==> config.mk <==
export PLATFORM = sky130hd
export DESIGN_NAME = pmwc_power_ctrl
export DESIGN_NICKNAME = d
export VERILOG_FILES = /design/src/design/pmwc_pkg.sv /design/src/design/pmwc_power_ctrl.sv
export SDC_FILE = /design/constraint.sdc
export NUM_CORES = 1
export LEC_CHECK = 0
export BUFFER_PORTS_ARGS = -buffer_cell sky130_fd_sc_hd__buf_2
export CAP_MARGIN = 20
export CORE_MARGIN = 2
export CORE_UTILIZATION = 45
export CTS_CLUSTER_DIAMETER = 50
export CTS_CLUSTER_SIZE = 20
export DETAILED_ROUTE_END_ITERATION = 8
export HOLD_SLACK_MARGIN = 0.02
export PLACE_DENSITY_LB_ADDON = 0.05
export SETUP_SLACK_MARGIN = 0.5
export SLEW_MARGIN = 15
export SYNTH_ARGS = -nofsm -noshare
export SYNTH_HDL_FRONTEND = slang
export SYNTH_SLANG_ARGS = --single-unit
==> constraint.sdc <==
create_clock -name clock -period 3.14 [get_ports clock]
set_input_delay 0.314 -clock clock [delete_from_list [all_inputs] [get_ports clock]]
set_output_delay 0.314 -clock clock [all_outputs]
set_load 0.1 [all_outputs]
==> src/design/pmwc_pkg.sv <==
package pmwc_pkg;

    // power modes
    typedef enum logic [2:0] {
        PM_RUN       = 3'b000,
        PM_SLEEP     = 3'b001,
        PM_DEEPSLEEP = 3'b010,
        PM_PWRDOWN   = 3'b011,
        PM_DEEPPD    = 3'b100
    } pmwc_mode_t;

    // clock source selection
    typedef enum logic [1:0] {
        SRC_RCOSC = 2'b00,
        SRC_MAIN = 2'b01,
        SRC_PLL  = 2'b10
    } pmwc_src_t;

    localparam int NUM_PERIPH = 8;
    localparam int DIV_W = 8;
    localparam int WUT_W = 16;
    localparam int RETAIN_W = 32;
    localparam int IRQ_PINS = 16;
    localparam int RC_FREQ_MHZ = 12;

    localparam logic [DIV_W-1:0] CPU_DIV_RESET = 8'h01;
    localparam logic [DIV_W-1:0] PER_DIV_RESET = 8'h01;
    localparam logic [WUT_W-1:0] WUT_COUNT_RESET = 16'h1000;
    localparam logic [2:0] REG_RUN = 3'h0;

    // software control bundle
    typedef struct packed {
        pmwc_mode_t modeReq;
        logic modeGo;
        logic oscEnable;
        pmwc_src_t srcSel;
        logic [DIV_W-1:0] cpuDiv;
        logic [NUM_PERIPH-1:0] perEnable;
        logic [WUT_W-1:0] wutCount;
    } pmwc_ctrl_t;

    // pin interrupt configuration
    typedef struct packed {
        logic [IRQ_PINS-1:0] riseEn;
        logic [IRQ_PINS-1:0] fallEn;
    } pmwc_edge_t;

endpackage

==> src/design/pmwc_power_ctrl.sv <==
// Behaviour
// - run from internal RC after power-up/power-down
// - wake-up timer flags oscillator safe
// - timer check on reset and oscillator off
// - power-down stops oscillator, wake restarts timer
// - sleep, deep-sleep, power-down, deep power-down
// - cpu rate via source and divider
// - per-peripheral clock enable
// - each peripheral has own divider
// - regulator level follows mode automatically
// - always-on rtc and retained registers
// - sleep stops core clock
// - sleep exit only re-enables core clock
// - sleep held until reset or interrupt
// - peripherals run and wake in sleep
// - pin interrupts on rise, fall, both
module pmwc_power_ctrl (
    // system
    input wire logic clock,
    input wire logic arst_n,
    // software control
    input wire pmwc_pkg::pmwc_ctrl_t ctrl,
    input wire logic [pmwc_pkg::DIV_W-1:0] perDiv [pmwc_pkg::NUM_PERIPH],
    input wire pmwc_pkg::pmwc_edge_t edgeCfg,
    input wire logic retainWrite,
    input wire logic [pmwc_pkg::RETAIN_W-1:0] retainData,
    // events
    input wire logic irqIn,
    input wire logic [pmwc_pkg::IRQ_PINS-1:0] pinIn,
    input wire logic oscTick,
    input wire logic rtcTick,
    // status and clock gates
    output pmwc_pkg::pmwc_mode_t mode,
    output pmwc_pkg::pmwc_src_t srcActive,
    output logic oscPowerOn,
    output logic oscStable,
    output logic coreClkEn,
    output logic cpuTick,
    output logic [pmwc_pkg::NUM_PERIPH-1:0] perTick,
    output logic [2:0] regLevel,
    output logic [pmwc_pkg::IRQ_PINS-1:0] pinIrq,
    output logic [31:0] rtcCount,
    output logic [pmwc_pkg::RETAIN_W-1:0] retainReg
);

    ////////////////////////////////////////////////////////////////////////
    // pin edge interrupts

    logic [pmwc_pkg::IRQ_PINS-1:0] pinLast;
    logic wakeEvent;

    always_ff @(posedge clock or negedge arst_n)
    begin
        if (!arst_n)
        begin
            pinLast <= '0;
            pinIrq <= '0;
        end
        else
        begin
            pinLast <= pinIn;
            pinIrq <= (pinIn & ~pinLast & edgeCfg.riseEn)
                | (~pinIn & pinLast & edgeCfg.fallEn);
        end
    end

    // pin edges wake the core like any peripheral interrupt
    assign wakeEvent = irqIn | (|pinIrq);

    ////////////////////////////////////////////////////////////////////////
    // mode sequencing

    always_ff @(posedge clock or negedge arst_n)
    begin
        if (!arst_n)
            mode <= pmwc_pkg::PM_RUN;
        else
        begin
            case (mode)
                pmwc_pkg::PM_RUN:
                    if (ctrl.modeGo)
                        mode <= ctrl.modeReq;
                pmwc_pkg::PM_SLEEP,
                pmwc_pkg::PM_DEEPSLEEP,
                pmwc_pkg::PM_PWRDOWN:
                    if (wakeEvent)
                        mode <= pmwc_pkg::PM_RUN;
                pmwc_pkg::PM_DEEPPD:
                    // only a reset leaves deep power-down
                    mode <= pmwc_pkg::PM_DEEPPD;
                default:
                    mode <= pmwc_pkg::PM_RUN;
            endcase
        end
    end

    // core clock gated in every reduced mode; plain re-enable on wake
    always_ff @(posedge clock or negedge arst_n)
    begin
        if (!arst_n)
            coreClkEn <= 1'b1;
        else
            coreClkEn <= (mode == pmwc_pkg::PM_RUN) && !(ctrl.modeGo
                && ctrl.modeReq != pmwc_pkg::PM_RUN);
    end

    // regulator setting tracks mode with no software step
    always_ff @(posedge clock or negedge arst_n)
    begin
        if (!arst_n)
            regLevel <= pmwc_pkg::REG_RUN;
        else
            regLevel <= mode;
    end

    ////////////////////////////////////////////////////////////////////////
    // oscillator and wake-up timer

    logic oscOff;
    logic [pmwc_pkg::WUT_W-1:0] wutCnt;

    assign oscOff = (mode == pmwc_pkg::PM_PWRDOWN) || (mode == pmwc_pkg::PM_DEEPPD)
        || (mode == pmwc_pkg::PM_DEEPSLEEP) || !ctrl.oscEnable;

    always_ff @(posedge clock or negedge arst_n)
    begin
        if (!arst_n)
            oscPowerOn <= 1'b0;
        else
            oscPowerOn <= !oscOff;
    end

    always_ff @(posedge clock or negedge arst_n)
    begin
        if (!arst_n)
        begin
            wutCnt <= '0;
            oscStable <= 1'b0;
        end
        else if (oscOff)
        begin
            wutCnt <= '0;
            oscStable <= 1'b0;
        end
        else if (oscTick && !oscStable)
        begin
            wutCnt <= wutCnt + 1'b1;
            if (wutCnt + 1'b1 >= ctrl.wutCount)
                oscStable <= 1'b1;
        end
    end

    ////////////////////////////////////////////////////////////////////////
    // clock source and cpu divider

    always_ff @(posedge clock or negedge arst_n)
    begin
        if (!arst_n)
            srcActive <= pmwc_pkg::SRC_RCOSC;
        else if (oscOff || !oscStable)
            srcActive <= pmwc_pkg::SRC_RCOSC;
        else
            // ctrl.srcSel takes over again without a software step once the oscillator is stable
            srcActive <= ctrl.srcSel;
    end

    logic [pmwc_pkg::DIV_W-1:0] cpuCnt;

    always_ff @(posedge clock or negedge arst_n)
    begin
        if (!arst_n)
        begin
            cpuCnt <= '0;
            cpuTick <= 1'b0;
        end
        else if (!coreClkEn)
        begin
            cpuCnt <= '0;
            cpuTick <= 1'b0;
        end
        else if (cpuCnt + 1'b1 >= ctrl.cpuDiv)
        begin
            cpuCnt <= '0;
            cpuTick <= 1'b1;
        end
        else
        begin
            cpuCnt <= cpuCnt + 1'b1;
            cpuTick <= 1'b0;
        end
    end

    ////////////////////////////////////////////////////////////////////////
    // peripheral clock gates and dividers

    logic perRun;

    // peripherals stay clocked in run and sleep only
    assign perRun = (mode == pmwc_pkg::PM_RUN) || (mode == pmwc_pkg::PM_SLEEP);

    genvar p;
    generate
        for (p = 0; p < pmwc_pkg::NUM_PERIPH; p++)
        begin : g_per
            logic [pmwc_pkg::DIV_W-1:0] cnt;
            always_ff @(posedge clock or negedge arst_n)
            begin
                if (!arst_n)
                begin
                    cnt <= '0;
                    perTick[p] <= 1'b0;
                end
                else if (!ctrl.perEnable[p] || !perRun)
                begin
                    cnt <= '0;
                    perTick[p] <= 1'b0;
                end
                else if (cnt + 1'b1 >= perDiv[p])
                begin
                    cnt <= '0;
                    perTick[p] <= 1'b1;
                end
                else
                begin
                    cnt <= cnt + 1'b1;
                    perTick[p] <= 1'b0;
                end
            end
        end
    endgenerate

    ////////////////////////////////////////////////////////////////////////
    // always-on domain: not cleared by mode, only by reset

    always_ff @(posedge clock or negedge arst_n)
    begin
        if (!arst_n)
            rtcCount <= '0;
        else if (rtcTick)
            rtcCount <= rtcCount + 32'h0000_0001;
    end

    always_ff @(posedge clock or negedge arst_n)
    begin
        if (!arst_n)
            retainReg <= '0;
        else if (retainWrite)
            retainReg <= retainData;
    end

endmodule

==> flow_summary.ini <==
[outcome]
outcome = finished, final reports clean

[floorplan]
die_area_mm2 = 0.02543
dieHeight_um = 159.5
num_rows = 56
pin_count = 289
start_util = 0.4607
die_w_um = 159.5
core_area_mm2 = 0.02361

[setup_path]
critPathMaxFanout = 8
end_kind = register
reg2reg_from = g_per[3].cnt[0]
crit_required_ns = 3.59
arrival_ns = 2.95
cp-start-kind = register
crit_type = register to register
r2r-end = g_per[3].cnt[7]
regToRegSetupSlack_ns = 0.64
reg2regPathDepth = 9

[clocking]
clock_latency_ns = 0.55
cts_root_buffer = clkbuf_16
tritoncts = done
htreeDepth = 1
cts_buffers = 29
clk_pin_slew_ns = 0.06
max-clock-path-buffers = 3
cts.sinks = 204

[synthesis]
ys_seq_area_frac = 0.4694
netlist_instances = 1022
synthArstFlopShare = 1.000
synth_edf_count = 0
synthAdderAreaFrac = 0.1139
synthFlopType = dfrtp_1
synth_area_mm2 = 0.01088
synth_compound_area_frac = 0.06177
syn_nets = 1310
yosys.area_share.xor_xnor = 0.08857
synth-seq-cells = 204
synth_top_family_by_area = simple AND/OR/NAND/NOR gates
synthSimpleGateAreaFrac = 0.1885
synthTopCellsByArea = dfrtp_1 47%, ha_1 11%, xnor2_1 5.0%, nor3b_1 4.3%, xor2_1 3.9%
synth_largest_area_cell = dfrtp_1
avgSynthCellArea_um2 = 10.64
synth_mux_area_frac = 0.03508
synthDistinctLibCells = 51
synth_warnings = 0
yosysTopAreaCellShare = 0.4670

[sta]
finalCritPeriodShare = 0.7971
period_needed_ns = 2.503
rsz0062_at_grt = true
fmax_mhz = 399.5
fin_ws_ns = 0.6371
worst_pin_slew_ns = 0.7298
hold_viol_final = 0
relSlewSlack = 0.5135
finalSetupTns_ns = 0
whs_ns = 0.04442
finalMaxSlewViolations = 0
setup_viol = 0
skew_ns = 0.01292

[finish]
multi_input_comb_area_mm2 = 0.005492
layout.area.seq_mm2 = 0.005109
final_common_cell = buf_2
layout_common_cells = 287 x buf_2, 201 x dfrtp_1, 102 x inv_1
post-route-util = 0.6288
final_cell_area_mm2 = 0.01485
layout-drive-gt1-share = 0.2977
nets = 1707
fill_cells = 1973
area_delta_synth_final_pct = 36.48

[power]
powerDensity_mw_per_mm2 = 593.8
leakagePower_nw = 7.783
ir_worst_vdd_mv = 0.7314

[hold_path]
min_from = edgeCfg[1]
min_path_cells = 3
hold_class = input pin to register
holdPathEnd = pinIrq[1]

[drt]
wl_per_cell_um = 15.22
dr.pass1.iters = 4
drtAntennaViolNets = 0
drt-total-wl_um = 26810
dr_total_vias = 8722
post-route-drc-count = 0
via_per_inst = 4.953
drt_iter0_markers = 336

[placement]
preCtsSetupSlack_ns = 0.3708
gp_congestion = 0.7999
dpl_cell_area_mm2 = 0.01275
portBuffers = 288
dp_hpwl_um = 19470

[global_route]
grt_max_degree = 83
first_global_vias = 9119
grt_pass1_wl_um = 44640
track_usage = 0.2109
grt-ovfl-total = 0
grt_antenna_before_repair = 0

[job]
maxCapViolations = 0
-- logic make-up (layout without fill, tap and decap cells) --
group	Yosys count	after routing
AND/OR/NAND/NOR	354	354
flip-flops	204	204
buffers and inverters	118	537
XOR/XNOR	110	110
AO/OA/AOI/OAI	103	103
adder cells (fa/ha/maj)	99	99
multiplexers	34	34
other	0	1
-- sequential cells by signal, indices dropped and copies added, names as in the netlist, 8 cells and up --
register	flops
g_per.cnt	64
retainReg	32
rtcCount	32
pinIrq	16
pinLast	16
wutCnt	16
cpuCnt	8
perTick	8
-- cells in the mapped netlist, types with 2 or more instances --
library cell	instances
nor4_1	6
buf_4	4
or3_1	4
o211ai_1	9
a211o_1	8
clkbuf_1	3
xnor2_1	62
nand4_2	2
nand2b_1	10
nor2b_1	2
inv_1	102
nand2_1	65
o21a_1	8
nor2_1	42
o2111ai_1	8
and4_1	14
o21ai_0	25
or2_2	3
a21o_1	10
xor2_1	48
nand4_1	14
a2111oi_0	2
buf_1	3
a21oi_1	26
nand4b_1	2
buf_2	6
ha_1	99
dfrtp_1	203
mux2_2	33
nand3_1	56
nor3_2	3
nor3_1	19
nor3b_1	63
and3_1	26
nand3b_1	16
-- critical path, cell delays in order, from the launching register on --
cell	delay [ns]
dfrtp_1	0.42
ha_1	0.21
nand3_1	0.11
nor2_1	0.15
xor2_1	0.20
ha_1	0.27
a21o_1	0.18
a21oi_1	0.25
o2111ai_2	0.29
nor3b_1	0.32
-- worst max path at each step --
stage,startpoint,endpoint,slack [ns],depth (start not counted)
6_report,g_per[3].cnt[0],g_per[3].cnt[7],0.64,9
3_5_place_dp,g_per[6].cnt[0],g_per[6].cnt[6],0.37,9
5_1_grt,g_per[3].cnt[0],g_per[3].cnt[7],0.44,9
4_1_cts,g_per[3].cnt[0],g_per[3].cnt[7],0.52,9
3_3_place_gp,g_per[6].cnt[0],g_per[6].cnt[6],0.54,9
2_1_floorplan,g_per[6].cnt[0],g_per[6].cnt[2],0.78,9
-- layer usage --
metal  global-route usage  vias up  routed length [um]
met3              0.05314       35                1614
met2               0.3636      199               13030
met4              0.05372        0                 533
li1                     -     4356                   -
met5                    0        -                   0
met1               0.2649     4132               11630
-- final cells by class --
class                   count  area share
well taps                 319     0.02688
clock inverters            22     0.02259
flip-flops and latches    204      0.3441
inverters                 102     0.02579
multi-input cells         700      0.3699
diodes                      1   0.0001685
repair buffers            382      0.1605
clock buffers              31     0.05006
-- where the power goes --
| group | switching [mW] | leakage (nW) | internal, mW | total [mW] |
|---|---|---|---|---|
| Clock | 1.28 | 0.513 | 2.31 | 3.59 |
| Sequential | 0.202 | 2.68 | 2.83 | 3.03 |
| Combinational | 1.57 | 4.59 | 0.627 | 2.19 |
-- metrics by stage --
step           total power, mW  std cells
2_1_floorplan            4.560       1022
3_3_place_gp             5.109       1624
3_5_place_dp             5.131       1624
4_1_cts                  8.874       1758
5_1_grt                  9.228       1760
6_report                 8.816       1761
-- repair_timing --
action                                  4_1_cts  5_1_grt
resized for setup                             4       30
pin swaps                                     0        6
hold endpoints to repair                    147        0
hold buffers                                 81        0
buffers inserted                              0        2
endpoints found under the setup margin       11       70
Power figures use the tool's default switching activity.
